`src/core/dscr_regs.svh`:
```
// Constants of the serial chain and readback block: reset codes and timing counts.
// Assumes a 200 MHz system clock; included by bare name by the package and the core module.
`ifndef DSCR_REGS_SVH
`define DSCR_REGS_SVH
`define DSCR_WORD_BITS 16
`define DSCR_MIDSCALE 16'h8000
`define DSCR_CLK_PERIOD_PS 5000
`define DSCR_POR_TIME_NS 1000
`define DSCR_FIFO_DEPTH 8
`define DSCR_POR_CNT_BITS 16
`endif

```
`src/core/dscr_pkg.sv`:
```
// Types shared by the serial chain and readback block.
// Assumes dscr_regs.svh supplies the widths.
`include "dscr_regs.svh"
package dscr_pkg;
   typedef logic [`DSCR_WORD_BITS-1:0] dscr_word_t;
   typedef enum logic [1:0] {
      DSCR_FS_IDLE = 2'b01,
      DSCR_FS_SHIFT = 2'b10
   } dscr_frame_t;
endpackage

```
`src/core/dscr_fifo.sv`:
```
// Small flip-flop FIFO with valid and ready on both sides.
// Assumes one clock domain; the depth must be a power of two.
`timescale 1ns/10ps
module dscr_fifo #(
   parameter int W = 17,
   parameter int DEPTH = 8
) (
   // Clock and reset.
   input wire logic clk_sys,
   input wire logic nrst,
   // Filling side.
   input wire logic in_valid,
   output logic in_ready,
   input wire logic [W-1:0] in_data,
   // Draining side.
   output logic out_valid,
   input wire logic out_ready,
   output logic [W-1:0] out_data
);
   localparam int AW = $clog2(DEPTH);
   typedef struct packed {
      logic [DEPTH-1:0][W-1:0] mem;
      logic [AW-1:0] wp;
      logic [AW-1:0] rp;
      logic [AW:0] cnt;
   } dscr_fifo_st_t;
   dscr_fifo_st_t s_r, s_nxt;
   logic push, pop;

   initial begin
      if (DEPTH < 2 || (DEPTH & (DEPTH - 1)) != 0 || W < 1)
         $error("FIFO depth must be a power of two of at least 2.");
   end

   assign in_ready = (s_r.cnt != (AW+1)'(DEPTH));
   assign out_valid = (s_r.cnt != '0);
   assign out_data = s_r.mem[s_r.rp];
   assign push = in_valid && in_ready;
   assign pop = out_valid && out_ready;

   always_comb begin
      s_nxt = s_r;
      if (push) begin
         s_nxt.mem[s_r.wp] = in_data;
         s_nxt.wp = s_r.wp + AW'(1);
      end
      if (pop)
         s_nxt.rp = s_r.rp + AW'(1);
      if (push && !pop)
         s_nxt.cnt = s_r.cnt + (AW+1)'(1);
      else if (pop && !push)
         s_nxt.cnt = s_r.cnt - (AW+1)'(1);
   end

   always_ff @(posedge clk_sys or negedge nrst) begin
      if (!nrst)
         s_r <= '0;
      else
         s_r <= s_nxt;
   end
endmodule

```
`src/core/dscr_core.sv`:
```
// Serial port logic of a 16-bit voltage output converter: shift chain, readback,
// update strobes, clear, power-down and power-on hold.
// Assumes all pins are asynchronous to clk_sys and the serial clock is far slower.
`timescale 1ns/10ps
`include "dscr_regs.svh"

// What this block does
// Data out is last stage, pull-low only.
// Power-down releases the data out pull-down.
// Shift data in on falling edges, frame low.
// Overflow bits ripple out on data out.
// Host gives sixteen pulses per device.
// Host sends farthest device's word first.
// Frame high stops all shifting.
// Host may run clock free or burst.
// Update strobe loads converter register simultaneously.
// Readback shows converter register on data out.
// After sixteen edges data out echoes input.
// Frame low, strobe high reads without update.
// Readback data passes along the chain.
// Power-on hold keeps output at ground.
// Power-down input selects low power mode.
// Power-up loads both registers with midscale.
// Update on frame rise or strobe fall.
// Power-down overrides, registers stay writable.
// Clear zeroes output until next strobe.
// Words travel most significant bit first.
module dscr_core
   import dscr_pkg::*;
#(
   parameter int POR_CYCLES = (`DSCR_POR_TIME_NS * 1000 + `DSCR_CLK_PERIOD_PS - 1)
                              / `DSCR_CLK_PERIOD_PS,
   parameter int FIFO_DEPTH = `DSCR_FIFO_DEPTH
) (
   // System clock and reset.
   input wire logic clk_sys,
   input wire logic nrst,
   // Serial port pins from the host.
   input wire logic serial_clk,
   input wire logic frame_sel_n,
   input wire logic serial_data_in,
   // Control pins.
   input wire logic load_update_n,
   input wire logic output_zero_n,
   input wire logic power_down_n,
   // Open-drain serial data out.
   input wire logic serial_data_out_i,
   output logic serial_data_out_o,
   output logic serial_data_out_oe,
   // Towards the analog core.
   output logic [`DSCR_WORD_BITS-1:0] dac_code,
   output logic analog_ground_level,
   output logic power_down_active
);
   localparam int PCB = `DSCR_POR_CNT_BITS;
   localparam logic [PCB-1:0] POR_INIT = PCB'(POR_CYCLES);
   localparam logic [4:0] FULL_WORD = 5'(`DSCR_WORD_BITS);

   initial begin
      if (POR_CYCLES < 1 || POR_CYCLES >= (1 << PCB))
         $error("POR_CYCLES does not fit the power-on counter.");
      if (FIFO_DEPTH < 2)
         $error("FIFO_DEPTH must be at least 2.");
   end

   // Each pin synchroniser: bit 0 first stage, bit 1 second stage, bit 2 previous.
   typedef struct packed {
      logic [2:0] sclk_s;
      logic [2:0] frm_s;
      logic [2:0] sdi_s;
      logic [2:0] load_update_n_s;
      logic [2:0] clr_s;
      logic [2:0] pd_s;
      dscr_frame_t frame;
      dscr_word_t shr;
      dscr_word_t in_reg;
      dscr_word_t dac;
      logic [4:0] cnt;
      logic load_update_n_seen;
      logic push_v;
      logic [`DSCR_WORD_BITS:0] push_d;
      logic zero_hold;
      logic [PCB-1:0] por_cnt;
      logic por_hold;
      logic sdo_lvl;
      logic sdo_oe;
      logic at_ground;
      logic pd_act;
   } dscr_state_t;

   dscr_state_t s_r, s_nxt;
   logic fifo_in_ready;
   logic fifo_out_valid;
   logic fifo_out_ready;
   logic [`DSCR_WORD_BITS:0] fifo_out_data;
   logic sclk_f, frm_f, frm_r, load_update_n_f;

   function automatic logic is_fall(input logic prev, input logic cur);
      is_fall = prev && !cur;
   endfunction

   assign sclk_f = is_fall(s_r.sclk_s[2], s_r.sclk_s[1]);
   assign frm_f = is_fall(s_r.frm_s[2], s_r.frm_s[1]);
   assign frm_r = is_fall(s_r.frm_s[1], s_r.frm_s[2]);
   assign load_update_n_f = is_fall(s_r.load_update_n_s[2], s_r.load_update_n_s[1]);
   // Completed words wait here; draining stalls during the power-on hold.
   assign fifo_out_ready = !s_r.por_hold;

   dscr_fifo #(
      .W(`DSCR_WORD_BITS + 1),
      .DEPTH(FIFO_DEPTH)
   ) u_fifo (
      .clk_sys(clk_sys),
      .nrst(nrst),
      .in_valid(s_r.push_v),
      .in_ready(fifo_in_ready),
      .in_data(s_r.push_d),
      .out_valid(fifo_out_valid),
      .out_ready(fifo_out_ready),
      .out_data(fifo_out_data)
   );

   always_comb begin
      s_nxt = s_r;
      s_nxt.sclk_s = {s_r.sclk_s[1:0], serial_clk};
      s_nxt.frm_s = {s_r.frm_s[1:0], frame_sel_n};
      s_nxt.sdi_s = {s_r.sdi_s[1:0], serial_data_in};
      s_nxt.load_update_n_s = {s_r.load_update_n_s[1:0], load_update_n};
      s_nxt.clr_s = {s_r.clr_s[1:0], output_zero_n};
      s_nxt.pd_s = {s_r.pd_s[1:0], power_down_n};
      if (s_r.push_v && fifo_in_ready)
         s_nxt.push_v = 1'b0;
      case (s_r.frame)
         DSCR_FS_IDLE: begin
            if (frm_f) begin
               s_nxt.frame = DSCR_FS_SHIFT;
               s_nxt.cnt = '0;
               s_nxt.load_update_n_seen = 1'b0;
               // Readback: the converter register is parked in the shift stages.
               if (s_r.load_update_n_s[1])
                  s_nxt.shr = s_r.dac;
            end
         end
         DSCR_FS_SHIFT: begin
            if (frm_r) begin
               s_nxt.frame = DSCR_FS_IDLE;
               // Only a frame of at least one full word reaches the input register.
               if (s_r.cnt == FULL_WORD) begin
                  s_nxt.push_v = 1'b1;
                  s_nxt.push_d = {s_r.load_update_n_seen, s_r.shr};
               end
            end else if (sclk_f) begin
               // Oldest bit leaves at the top, so words move MSB first.
               s_nxt.shr = {s_r.shr[`DSCR_WORD_BITS-2:0], s_r.sdi_s[1]};
               if (s_r.cnt != FULL_WORD)
                  s_nxt.cnt = s_r.cnt + 5'h01;
               if (!s_r.load_update_n_s[1])
                  s_nxt.load_update_n_seen = 1'b1;
            end
         end
         default: s_nxt.frame = DSCR_FS_IDLE;
      endcase
      // Registers stay writable in power-down and while cleared.
      if (fifo_out_valid && fifo_out_ready) begin
         s_nxt.in_reg = fifo_out_data[`DSCR_WORD_BITS-1:0];
         if (fifo_out_data[`DSCR_WORD_BITS]) begin
            s_nxt.dac = fifo_out_data[`DSCR_WORD_BITS-1:0];
            s_nxt.zero_hold = 1'b0;
         end
      end
      // One shared strobe edge loads every chained device in the same cycle.
      if (load_update_n_f && s_r.frm_s[1]) begin
         s_nxt.dac = s_r.in_reg;
         s_nxt.zero_hold = 1'b0;
      end
      // Clear wins over any release in the same cycle.
      if (!s_r.clr_s[1])
         s_nxt.zero_hold = 1'b1;
      if (s_r.por_cnt != '0)
         s_nxt.por_cnt = s_r.por_cnt - PCB'(1);
      s_nxt.por_hold = (s_nxt.por_cnt != '0);
      s_nxt.pd_act = !s_r.pd_s[1];
      s_nxt.at_ground = s_nxt.por_hold || s_nxt.zero_hold || !s_r.pd_s[1];
      s_nxt.sdo_lvl = 1'b0;
      // Pull low only for a zero in the last stage, and never in power-down.
      s_nxt.sdo_oe = !s_nxt.shr[`DSCR_WORD_BITS-1] && s_r.pd_s[1];
   end

   always_ff @(posedge clk_sys or negedge nrst) begin
      if (!nrst) begin
         s_r <= '0;
         s_r.sclk_s <= 3'h7;
         s_r.frm_s <= 3'h7;
         s_r.load_update_n_s <= 3'h7;
         s_r.clr_s <= 3'h7;
         s_r.pd_s <= 3'h7;
         s_r.frame <= DSCR_FS_IDLE;
         s_r.shr <= `DSCR_MIDSCALE;
         s_r.in_reg <= `DSCR_MIDSCALE;
         s_r.dac <= `DSCR_MIDSCALE;
         s_r.por_cnt <= POR_INIT;
         s_r.por_hold <= 1'b1;
         s_r.at_ground <= 1'b1;
      end else begin
         s_r <= s_nxt;
      end
   end

   assign serial_data_out_o = s_r.sdo_lvl;
   assign serial_data_out_oe = s_r.sdo_oe;
   assign dac_code = s_r.dac;
   assign analog_ground_level = s_r.at_ground;
   assign power_down_active = s_r.pd_act;
endmodule

```
`config.mk`:
```
export PLATFORM = sky130hd
export DESIGN_NAME = dscr_core
export DESIGN_NICKNAME = d
export VERILOG_FILES = /design/src/core/dscr_pkg.sv /design/src/core/dscr_fifo.sv /design/src/core/dscr_core.sv
export VERILOG_INCLUDE_DIRS = /design/src /design/src/core
export SDC_FILE = /design/constraint.sdc
export NUM_CORES = 1
export LEC_CHECK = 0
export ABC_AREA = 0
export BUFFER_PORTS_ARGS = -buffer_cell sky130_fd_sc_hd__buf_2
export CORE_ASPECT_RATIO = 1.2
export CORE_MARGIN = 8
export CORE_UTILIZATION = 50
export DETAILED_ROUTE_END_ITERATION = 8
export GPL_ROUTABILITY_DRIVEN = 0
export PLACE_DENSITY = 0.66
export SETUP_SLACK_MARGIN = 0.4
export SYNTH_ARGS = -nofsm -noshare
export SYNTH_HDL_FRONTEND = slang
export SYNTH_HIERARCHICAL = 1
export SYNTH_SLANG_ARGS = --single-unit
```
`constraint.sdc`:
```
create_clock -name clk_sys -period 2.6 [get_ports clk_sys]
set_input_delay 0.52 -clock clk_sys [delete_from_list [all_inputs] [get_ports clk_sys]]
set_output_delay 0.52 -clock clk_sys [all_outputs]
set_load 0.1 [all_outputs]
```
Word level (Yosys, flattened, before mapping)
Cells that the tools add are included.
Word-level totals
  output and inout bits: 20
  input bits: 9
  logic and storage cells: 120
  flip-flop bits (word level): 256
Cells by class
  reduce and logical (&&, ||, !) cells: 35
  $add $sub $neg: 6
  mux-type cells: 32
  order comparisons: 3
  equality and inequality tests: 12
Operator list (number)
  $bwmux W136: 1
  $mux W16: 7
  $mux W18: 4
  $bmux W17 S3: 1
  $demux W17 S3: 1
  $mux W17: 2
  $pmux W16 S2: 1
  $reduce_bool A16 Y1: 2
  $mux W6: 3
  $sub A16 B1 Y16 const B: 1
  $reduce_and A5 Y1: 3
  $ne A2 B2 Y1 const B: 7
  $pmux W6 S2: 1
  $logic_and A1 B1 Y1: 11
  $logic_not A1 Y1: 9
  $lt A3 B4 Y1 const B: 2
  $mux W4: 2
  $reduce_bool A2 Y1: 4
  $add A3 B1 Y3 const B: 2
  $mux W1: 6
  $add A5 B1 Y5 const B: 1
  $eq A5 B5 Y1 const B: 1
  $mux W5: 1
  $ne A5 B5 Y1 const B: 1
  other kinds (12): 14

Logic depth before layout (Yosys ltp)
Gate-level depths: netlist (run 1).
  depth in word-level cells: 8
  depth in mapped cells: 10
  gate-level depth less buffers: 10

Cells and area by module
Netlist (run 1), hierarchy kept.
By module, submodules not included
  dscr_fifo: seq. area each 3653.5 um2, times used 1, cells an instance 405, area each 6757.7 um2
  dscr_core: seq. area each 2780.2 um2, times used 1, cells an instance 425, area each 4914.7 um2

Worst setup path after synthesis (run 1)
No wires, ideal clock.
  path kind: reg2reg
  from: register u_fifo/s_r[0] in the netlist's numbering
  to: register u_fifo/s_r[3] in the netlist's numbering
  clock period less this slack: 2761 ps
  library setup time: 131 ps
  path slack: -161 ps
  required time: 2469 ps
  cell stages (with the launch flop): 11
  buffers on the path: 0
  arrival time: 2630 ps
  cells stage by stage: dfrtp_1 nor4b_4 inv_4 nand2_1 inv_1 ha_1 inv_1 ha_1 or4_1 o211ai_1 o211ai_1
On the way
  longest elaborated chain between the ends: 5
  elaborated cells on any way between the ends: 13
  those cells by class: add/sub (2); eq/ne (1); mux (2); reduce/logical (8)
RTL lines
  start: declaration: line dscr_fifo.sv:27  | dscr_fifo_st_t s_r, s_nxt;
  start signal: assignment: line dscr_fifo.sv:59  | s_r <= s_nxt;
  $ne A4 B4 Y1 (*): line dscr_fifo.sv:35  | assign in_ready = (s_r.cnt != (AW+1)'(DEPTH));
  named net fifo_in_ready: line dscr_core.sv:92  | logic fifo_in_ready;
  $logic_and A1 B1 Y1 (*): line dscr_fifo.sv:38  | assign push = in_valid && in_ready;
  named net u_fifo.push: line dscr_fifo.sv:28  | logic push, pop;
  $logic_not A1 Y1: line dscr_fifo.sv:51  | else if (pop && !push)
  $logic_and A1 B1 Y1: line dscr_fifo.sv:51
  $reduce_bool A2 Y1 (no source line)
The timed path passes the listed nets; every way through them passes the cells marked *. The select of a mux whose other input is x is not followed.
A chain may end at the register's enable or synchronous reset.

Worst setup path in the final report (run 1)
  from: register u_fifo/s_r[0] in the netlist's numbering
  to: register u_fifo/s_r[3] in the netlist's numbering
On the way
  longest elaborated chain between the ends: 5
  elaborated cells on any way between the ends: 13
  those cells by class: add/sub (2); eq/ne (1); mux (2); reduce/logical (8)
RTL lines
  $reduce_bool A4 Y1 (*): line dscr_fifo.sv:36  | assign out_valid = (s_r.cnt != '0);
  named net fifo_out_valid: line dscr_core.sv:93  | logic fifo_out_valid;
  $logic_and A1 B1 Y1 (*): line dscr_fifo.sv:39  | assign pop = out_valid && out_ready;
  $logic_not A1 Y1: line dscr_fifo.sv:49  | if (push && !pop)
  $logic_and A1 B1 Y1: line dscr_fifo.sv:49
  $mux W4 or $reduce_bool A2 Y1 (tied branches)
Marks and branches as above.

==> results of run 1 <==
sequential cells by signal (all words and copies together) (netlist names):
name,flops
s_r,79
dac_code,16
u_fifo/s_r,146
analog_ground_level,1
power_down_active,1
s_nxt,12
serial_data_out_oe,1
power groups by stage:
stage                     sequential [mW]  combinational, mW  clock, mW
after floorplan                      4.31              0.690          0
after global placement               4.32              0.918          0
after detailed placement             4.33              0.960          0
after CTS                            4.26              0.969       3.80
after global routing                 4.28               1.04       3.97
final                                4.26              0.966       3.71
what timing repair did:
action,in CTS,in global routing
gates resized for setup,10,19
hold endpoints to repair,65,0
pin swaps,6,9
hold buffers,1,0
cloned,0,1
setup buffers,8,12
setup endpoints to repair,8,40
Yosys cell counts (all sizes together), types with 2 or more instances:
master and instances:
nand3b 4, xor2 5, xnor2 12, and3 2, ha 11, nand4b 2, clkbuf 16, a22oi 16
nand3 9, nor2b 2, o21ai 25, dfrtp 234, a21boi 2, or3 4, or2 3, a21oi 26
nor4b 4, nor2 34, nand2 40, nor3 13, a2111oi 2, mux2i 17, nor3b 2, o211ai 3
nand4 8, inv 18, mux4 34, mux2 190, nor4 6, buf 40, or4 3, dfstp 22
metrics by stage:
stage | hold WS (ns) | setup slack [ns]
floorplan | 0.224 | 0.0944
global placement | 0.334 | 0.192
detailed placement | 0.335 | 0.124
CTS | 0.0675 | 0.276
global route | 0.0609 | 0.186
finish | 0.0890 | 0.275
cells in the final DEF, fill, tap and decap left out, types with 9 or more instances in the layout:
master and n:
a22oi_1 16, dfrtp_1 230, buf_2 25, o21ai_0 22, mux4_2 34, mux2i_1 17, buf_12 9, inv_1 14
nor2_1 32, nor3_1 12, nand2_1 37, clkbuf_16 28, buf_4 37, dfstp_2 22, xnor2_1 12, mux2_2 182
a21oi_1 25
path summary, 6_finish.rpt:
check                                       endpoint  slack (ns)                 startpoint  depth (start not counted)
min in group asynchronous  u_fifo/s_r[9]$_DFFE_PN0P_        0.54                       nrst                          2
hold / removal                  s_nxt[112]$_DFF_PN1_        0.09                 serial_clk                          1
hold reg to reg                 s_nxt[107]$_DFF_PN0_        0.35       s_nxt[106]$_DFF_PN0_                          0
setup reg to reg           u_fifo/s_r[3]$_DFFE_PN0P_        0.27  u_fifo/s_r[0]$_DFFE_PN0P_                          8
setup / recovery           u_fifo/s_r[3]$_DFFE_PN0P_        0.27  u_fifo/s_r[0]$_DFFE_PN0P_                          8
max in group asynchronous          s_r[12]$_DFF_PN1_        1.26                       nrst                          3
cell families (layout without fill, tap and decap cells):
family | count (synthesis) | after routing | share of synthesized area, %
other | 1 | 1 | 0.0321
xor gates and xnor gates | 17 | 17 | 1.28
and+or+nand+nor | 141 | 141 | 7.47
DFF | 256 | 256 | 55.1
AOI/OAI and AO/OA | 88 | 88 | 4.89
muxes | 241 | 241 | 26.4
adders and majority gates | 12 | 12 | 1.35
buffers and inverters | 74 | 146 | 3.48
per-layer routing:
layer  vias to the layer above  share of wire (%)  global-route usage, %
met5                         -                  0                      0
met3                        47                4.2                   2.33
met4                         0                2.1                   5.44
met1                      3584                 43                   23.4
li1                       3113                  -                      -
met2                       130                 51                   31.9
cell type report:
cell class,count,area share (%)
tap,315,2.94
timing repair buffer,78,5.09
clock inverter,11,0.793
clock buffer,39,5.67
multi-input combinational,500,36.9
inverter,18,0.541
sequential,256,48.0
==> flow_summary.ini, run 1 <==
[run_status]
outcome = completed

[floorplanning]
ios = 29
initial_utilization_pct = 50.6
die_w_um = 155
die_y_um = 183
dieArea_um2 = 28500
num_rows = 61
core-area_um2 = 23000

[timing]
clock.fmax_ghz = 0.430
maxSlewViolCount = 0
tns_ns = 0
worstMarginPinSlew_ns = 0.588
maxSlewHeadroom_pct = 60.8
period_needed_ns = 2.33
rsz0062_at_grt = true
fin_worst_skew_ns = 0.00892
hold_viol = 0
setup_violations = 0
final.period_utilization_pct = 89.4

[cts]
clk_pin_slew_ns = 0.07
clockBufferDepth = 3
cts_tree = built
root_buffer = clkbuf_16
clock_sinks = 256
clk_latency_ns = 0.53
htreeDepth = 1
cts-buffers-inserted = 27

[worst_setup_path]
worstPathCellList = or4_4 -> nand2_4 -> ha_4 -> inv_4 -> ha_4 -> or4_4 -> o211ai_1 -> o211ai_1
cp_slowest_cell = or4_4
worstPathBufferInverterCount = 1
criticalPathCategory = flop to flop
cp.required_ns = 3.00
start_kind = flop
critPathCaptureType = flop
cp.arrival_ns = 2.72
critical_path_peak_fanout = 5
crit_family = simple AND/OR/NAND/NOR gates
slowest_delay_ns = 0.56

[yosys]
syn-cell-area_um2 = 11700
syn_nets = 851
synthCells = 830
synth_seq_cells = 256
async_flop_share_pct = 100
syn_area_per_cell_um2 = 14.1
synth-main-ff-cell = dfrtp_1
synthTopCellsByArea = dfrtp_1 50%, mux2_2 18%, mux4_2 6.6%, dfstp_2 5.0%, mux2i_1 1.5%
yosysTopAreaCell = dfrtp_1
synth_cell_types = 71
yosysTopAreaCellShare_pct = 50.2
ys_seq_area_share_pct = 55.1
yosysWarnings = 6
synth_edf_count = 0

[power]
swShare_pct = 27.2
p_int_mw = 6.51
static-leakage-power_nw = 6.45
finalPower_mw = 8.94
combPwrFrac_pct = 10.8
clkPwrFrac_pct = 41.5
peakVddDrop_mv = 0.669
p_switching_mw = 2.43
power_density_nw_per_um2 = 667
p_seq_share_pct = 47.7

[placement]
place_area_um2 = 12200
hpwl_um = 16200
io_buffers = 26
dp_cells = 1145

[routing]
first_iter_violations = 336
routed_wl_um = 25400
wl_per_cell_um = 20.8
antenna_left = 0
vias_per_cell = 5.65
drt_first_pass_iters = 4
remaining_drc_errors = 0
vias = 6874

[finish]
multi_input_area_um2 = 4950
diodes = 0
utilization_pct = 58.2
drive_gt1_share_pct = 45.5
seqCellArea_um2 = 6440
syn_to_final_growth_pct = 14.9
final_area_um2 = 13400
nets = 902
stdcell_count = 1217
fill_cells = 1808

[worst_hold_path]
hold_class = input pin to flop

[global_routing]
antenna_found_initial = 1
grt_pass1_vias = 7619
grt_usage_pct = 18.3
grt_pass1_wl_um = 41300
grt_start_max_net_pins = 72
grt-ovfl-total = 0

[job]
drv_cap = 0
(Power assumes the default switching activity.)
==> inputs of run 2 (changes only) <==
CORE_UTILIZATION = 55   (was 50)
PLACE_DENSITY = 0.71   (was 0.66)
==> run 2 against run 1 <==
  * The flow now finishes with violations (hold timing)
  * First-iteration DRC count is 39% higher
  * Sequential power hardly changed
  * Sequential share of layout area is 0.61 points higher
  * Routed wire length is 1.4% lower
  * Worst hold slack worse by 0.092 ns
  * Via count is 1.0% higher
  * Register-to-register slack hardly changed
  * Combinational power is 2.8% lower
  * Cell area is 1.2% lower
  * Critical path depth is 1 higher
==> flow_summary.ini, run 2 (synthesis results as in run 1) <==
[global_routing]
grt_pass1_vias = 7683
grt-ovfl-total = 0
grt_usage_pct = 19.7
grt_pass1_wl_um = 41100
antenna_found_initial = 0
top_usage_layer = met2
grt_start_max_net_pins = 86
grt.met1_usage_pct = 24.1
use_met2_pct = 36.0
met3_usage_pct = 2.63

[worst_setup_path]
slowest_delay_ns = 0.57
r2r_cells = 9
worstPathCellList = or4_4 -> nand2_4 -> ha_4 -> inv_4 -> ha_4 -> buf_4 -> a21oi_1 -> a2111o_1 -> o211ai_1
criticalPathCategory = flop to flop
crit_family = simple AND/OR/NAND/NOR gates
critPathCaptureType = flop
cp.required_ns = 3.04
start_kind = flop
worstPathBufferInverterCount = 2
cp_common_cell = ha_4
cp.arrival_ns = 2.78
reg2reg_to = u_fifo/s_r[3]$_DFFE_PN0P_
r2r-start = u_fifo/s_r[2]$_DFFE_PN0P_
r2r_setup_slack_ns = 0.27
critical_path_peak_fanout = 4
cp_slowest_cell = or4_4
path_depth = 9

[placement]
hpwl_um = 15800
place_area_um2 = 12100
io_buffers = 26

[finish]
largest_reg_flops = 146
final_common_cell = dfrtp_1
utilization_pct = 63.4
final_area_um2 = 13200
drive_gt1_share_pct = 45.9
nets = 902
syn_to_final_growth_pct = 13.4
regMostFlops = u_fifo/s_r
diodes = 0
mostFrequentLayoutCells = 229 x dfrtp_1, 188 x mux2_2, 45 x buf_4

[cts]
cts.hold.buffers_added = 0
cts_tree = built
clockBufferDepth = 3
clk_pin_slew_ns = 0.06
root_buffer = clkbuf_16
clk_latency_ns = 0.53
clock_sinks = 256
htreeDepth = 1
cts-buffers-inserted = 26

[power]
p_switching_mw = 2.38
combPwrFrac_pct = 10.7
clkPwrFrac_pct = 41.0
power_density_nw_per_um2 = 665
p_seq_share_pct = 48.3
swShare_pct = 27.0
static-leakage-power_nw = 6.42
p_int_mw = 6.43
finalPower_mw = 8.81
peakVddDrop_mv = 0.565

[routing]
remaining_drc_errors = 0
routed_wl_um = 25000
antenna_left = 0
first_iter_violations = 468
vias = 6943
vias_per_cell = 5.93
wl_per_cell_um = 21.4
drt_first_pass_iters = 5

[timing]
whs_ns = -0.00269
clock.fmax_ghz = 0.429
period_needed_ns = 2.33
fin_worst_skew_ns = 0.0111
maxSlewHeadroom_pct = 55.7
rsz0062_at_grt = true
hold_viol = 3
final.period_utilization_pct = 89.7
maxSlewViolCount = 0
tns_ns = 0
setup_violations = 0
worstMarginPinSlew_ns = 0.665

[worst_hold_path]
hold_class = input pin to asynchronous set/reset pin

[floorplanning]
num_rows = 58
ios = 29
die_y_um = 176
core-area_um2 = 20900
die_w_um = 149
dieArea_um2 = 26200
initial_utilization_pct = 55.8

[run_status]
outcome = complete, but fails checks
violations = hold timing

[job]
drv_cap = 0
run 2: changes by cell type in the layout (fill, tap and decap cells not counted), sizes merged:
| cell | change |
|---|---|
| bufinv | -1 |
| clkinv | +8 |
| dlygate4sd3 | -1 |
| clkinvlp | -6 |
| clkbuf | -2 |
| buf | +2 |
| inv | -1 |
run 2: worst reg2reg max path, stage by stage (launching register included):
cell      delay (ns)
dfrtp_1         0.40
or4_4           0.57
nand2_4         0.09
ha_4            0.15
inv_4           0.05
ha_4            0.27
buf_4           0.11
a21oi_1         0.09
a2111o_1        0.42
o211ai_1        0.10
run 2: layer usage:
metal / routed length (um) / up-vias
met5: 0 / -
met4: 492 / 0
met3: 970 / 47
met2: 13200 / 133
met1: 10300 / 3647
li1: - / 3116
run 2: worst max path at each step:
stage / start / end / slack, ns
floorplan: u_fifo/s_r[0]$_DFFE_PN0P_ / u_fifo/s_r[3]$_DFFE_PN0P_ / 0.09
global placement: u_fifo/s_r[3]$_DFFE_PN0P_ / u_fifo/s_r[3]$_DFFE_PN0P_ / 0.19
detailed placement: u_fifo/s_r[3]$_DFFE_PN0P_ / u_fifo/s_r[3]$_DFFE_PN0P_ / 0.07
CTS: u_fifo/s_r[0]$_DFFE_PN0P_ / u_fifo/s_r[3]$_DFFE_PN0P_ / 0.27
global route: u_fifo/s_r[0]$_DFFE_PN0P_ / u_fifo/s_r[3]$_DFFE_PN0P_ / 0.21
finish: u_fifo/s_r[2]$_DFFE_PN0P_ / u_fifo/s_r[3]$_DFFE_PN0P_ / 0.27
run 2: through the flow:
stage | setup slack, ns | cells | hold slack [ns]
3_3_place_gp | 0.187 | 1099 | 0.338
5_1_grt | 0.207 | 1171 | 0.0467
2_1_floorplan | 0.0944 | 830 | 0.224
4_1_cts | 0.265 | 1162 | 0.0217
3_5_place_dp | 0.0712 | 1099 | 0.346
6_report | 0.267 | 1171 | -0.00269
run 2: final cells by class:
cell class                 count  area (um^2)
fill                        1530         7660
sequential                   256         6440
multi-input combinational    500         4930
clock buffer                  37          774
timing repair buffer          79          614
tap                          270          338
inverter                      18         72.6
clock inverter                11         71.3
run 2: timing repair:
item	4_1_cts	5_1_grt
setup endpoints to repair	25	33
endpoints found under the hold margin	0	0
setup buffers	15	9
gates resized for setup	13	11
pin swaps	10	12
run 2: power by group through the flow:
stage	Sequential (mW)	Combinational [mW]	Clock [mW]
after floorplan	4.31	0.690	0
after global placement	4.32	0.901	0
after detailed placement	4.33	0.935	0
after CTS	4.26	0.940	3.69
after global routing	4.27	1.01	3.84
final	4.26	0.939	3.61
==> inputs of run 3 (changes only) <==
CORE_UTILIZATION = 56   (was 55)
PLACE_DENSITY = 0.72   (was 0.71)
==> run 3 against run 2 <==
  * The run now ends clean
  * Cell area barely moved
  * Maximum frequency fell by 1.9%
  * Sequential power hardly changed
  * Critical path depth fell by 1
  * Critical path type unchanged
  * Largest cell class unchanged
==> flow_summary.ini, run 3 (synthesis results as in run 1) <==
[finish]
diodes = 0
final_common_cell = dfrtp_1
stdcell_count = 1167
regMostFlops = u_fifo/s_r
drive_gt1_share_pct = 45.8
largest_reg_flops = 146
fill_cells = 1502
nets = 899
seqCellArea_um2 = 6440
syn_to_final_growth_pct = 13.4
multi_input_area_um2 = 4940
mostFrequentLayoutCells = 229 x dfrtp_1, 188 x mux2_2, 41 x buf_4

[power]
p_seq_share_pct = 47.7
peakVddDrop_mv = 0.877
p_int_mw = 6.56
clkPwrFrac_pct = 41.7
swShare_pct = 26.5
static-leakage-power_nw = 6.40
p_switching_mw = 2.36
power_density_nw_per_um2 = 673
finalPower_mw = 8.91
combPwrFrac_pct = 10.6

[worst_setup_path]
criticalPathCategory = flop to flop
critPathCaptureType = flop
critical_path_peak_fanout = 3
cp.arrival_ns = 2.76
start_kind = flop
cp.required_ns = 2.98

[timing]
worstMarginPinSlew_ns = 0.563
whs_ns = 0.109
final.period_utilization_pct = 91.5
layout_setup_ws_ns = 0.221
fin_worst_skew_ns = 0.0161
rsz0062_at_grt = true
clock.fmax_ghz = 0.420
hold_viol = 0
tns_ns = 0
maxSlewHeadroom_pct = 62.3
setup_violations = 0
period_needed_ns = 2.38
maxSlewViolCount = 0

[global_routing]
grt_pass1_wl_um = 40900
antenna_found_initial = 0
grt-ovfl-total = 0
grt_pass1_vias = 7379
grt_usage_pct = 19.8
grt_start_max_net_pins = 65

[run_status]
outcome = completed

[floorplanning]
core-area_um2 = 20700
die_y_um = 174
dieArea_um2 = 25700
die_w_um = 148
initial_utilization_pct = 56.4
ios = 29
num_rows = 58

[routing]
antenna_left = 0
routed_wl_um = 25300
wl_per_cell_um = 21.7
vias_per_cell = 6.01
drt_first_pass_iters = 5
remaining_drc_errors = 0
first_iter_violations = 401
vias = 7015

[cts]
htreeDepth = 1
clock_sinks = 256
clk_pin_slew_ns = 0.06
cts_tree = built
clockBufferDepth = 3
root_buffer = clkbuf_16
clk_latency_ns = 0.52
cts-buffers-inserted = 27

[worst_hold_path]
hold_class = input pin to flop

[placement]
io_buffers = 26
hpwl_um = 15500
place_ws_ns = 0.0584
dp_cells = 1094

[job]
drv_cap = 0
[run 3: power groups by stage]
stage / Combinational (mW) / Sequential, mW / Clock (mW)
2_1_floorplan: 0.690 / 4.31 / 0
3_3_place_gp: 0.917 / 4.31 / 0
3_5_place_dp: 0.946 / 4.32 / 0
4_1_cts: 0.955 / 4.25 / 3.79
5_1_grt: 1.03 / 4.27 / 3.94
6_report: 0.948 / 4.25 / 3.71
[run 3: critical path, stage by stage (launching register included)]
cell and delay [ns]:
dfrtp_1 0.42, or4_4 0.58, nand2_4 0.11, ha_4 0.15, inv_4 0.05, ha_4 0.24
or4_4 0.48, o211ai_1 0.11, o211ai_1 0.12
[run 3: final timing paths]
check	to	cells past startpoint	start	slack [ns]
worst min register to register	s_nxt[107]$_DFF_PN0_	0	s_nxt[106]$_DFF_PN0_	0.35
min in group asynchronous	u_fifo/s_r[118]$_DFFE_PN0P_	2	nrst	0.55
max in group asynchronous	u_fifo/s_r[0]$_DFFE_PN0P_	3	nrst	1.25
worst max register to register	u_fifo/s_r[3]$_DFFE_PN0P_	8	u_fifo/s_r[2]$_DFFE_PN0P_	0.22
worst min-delay path	s_nxt[100]$_DFF_PN1_	1	output_zero_n	0.11
worst max-delay path	u_fifo/s_r[3]$_DFFE_PN0P_	8	u_fifo/s_r[2]$_DFFE_PN0P_	0.22
[run 3: layer usage]
metal,vias to the layer above,share of wire [%],global-route usage [%],wire length [um]
met1,3705,43,26.3,10700
met5,-,0,0,0
met3,32,4.7,2.97,1180
li1,3108,-,-,-
met4,0,1.7,5.02,441
met2,170,51,33.6,12900
[run 3: metrics by stage]
step | cell area (um^2) | util, %
5_1_grt | 13200 | 64.0
3_3_place_gp | 12100 | 58.4
3_5_place_dp | 12100 | 58.4
6_report | 13200 | 64.0
4_1_cts | 13100 | 63.3
2_1_floorplan | 11700 | -
[run 3: timing repair]
action / in CTS / in global routing
endpoints found under the hold margin: 60 / 0
setup endpoints to repair: 18 / 13
buffers inserted: 12 / 12
hold buffers: 1 / 0
pin swaps: 8 / 11
resized for setup: 7 / 16
[run 3: layout make-up]
cell class,count,area share (%)
Tap cell,270,2.55
Clock buffer,39,5.97
Multi-Input combinational cell,500,37.3
Timing Repair Buffer,75,4.38
Sequential cell,256,48.6
Inverter,18,0.548
Clock inverter,9,0.605
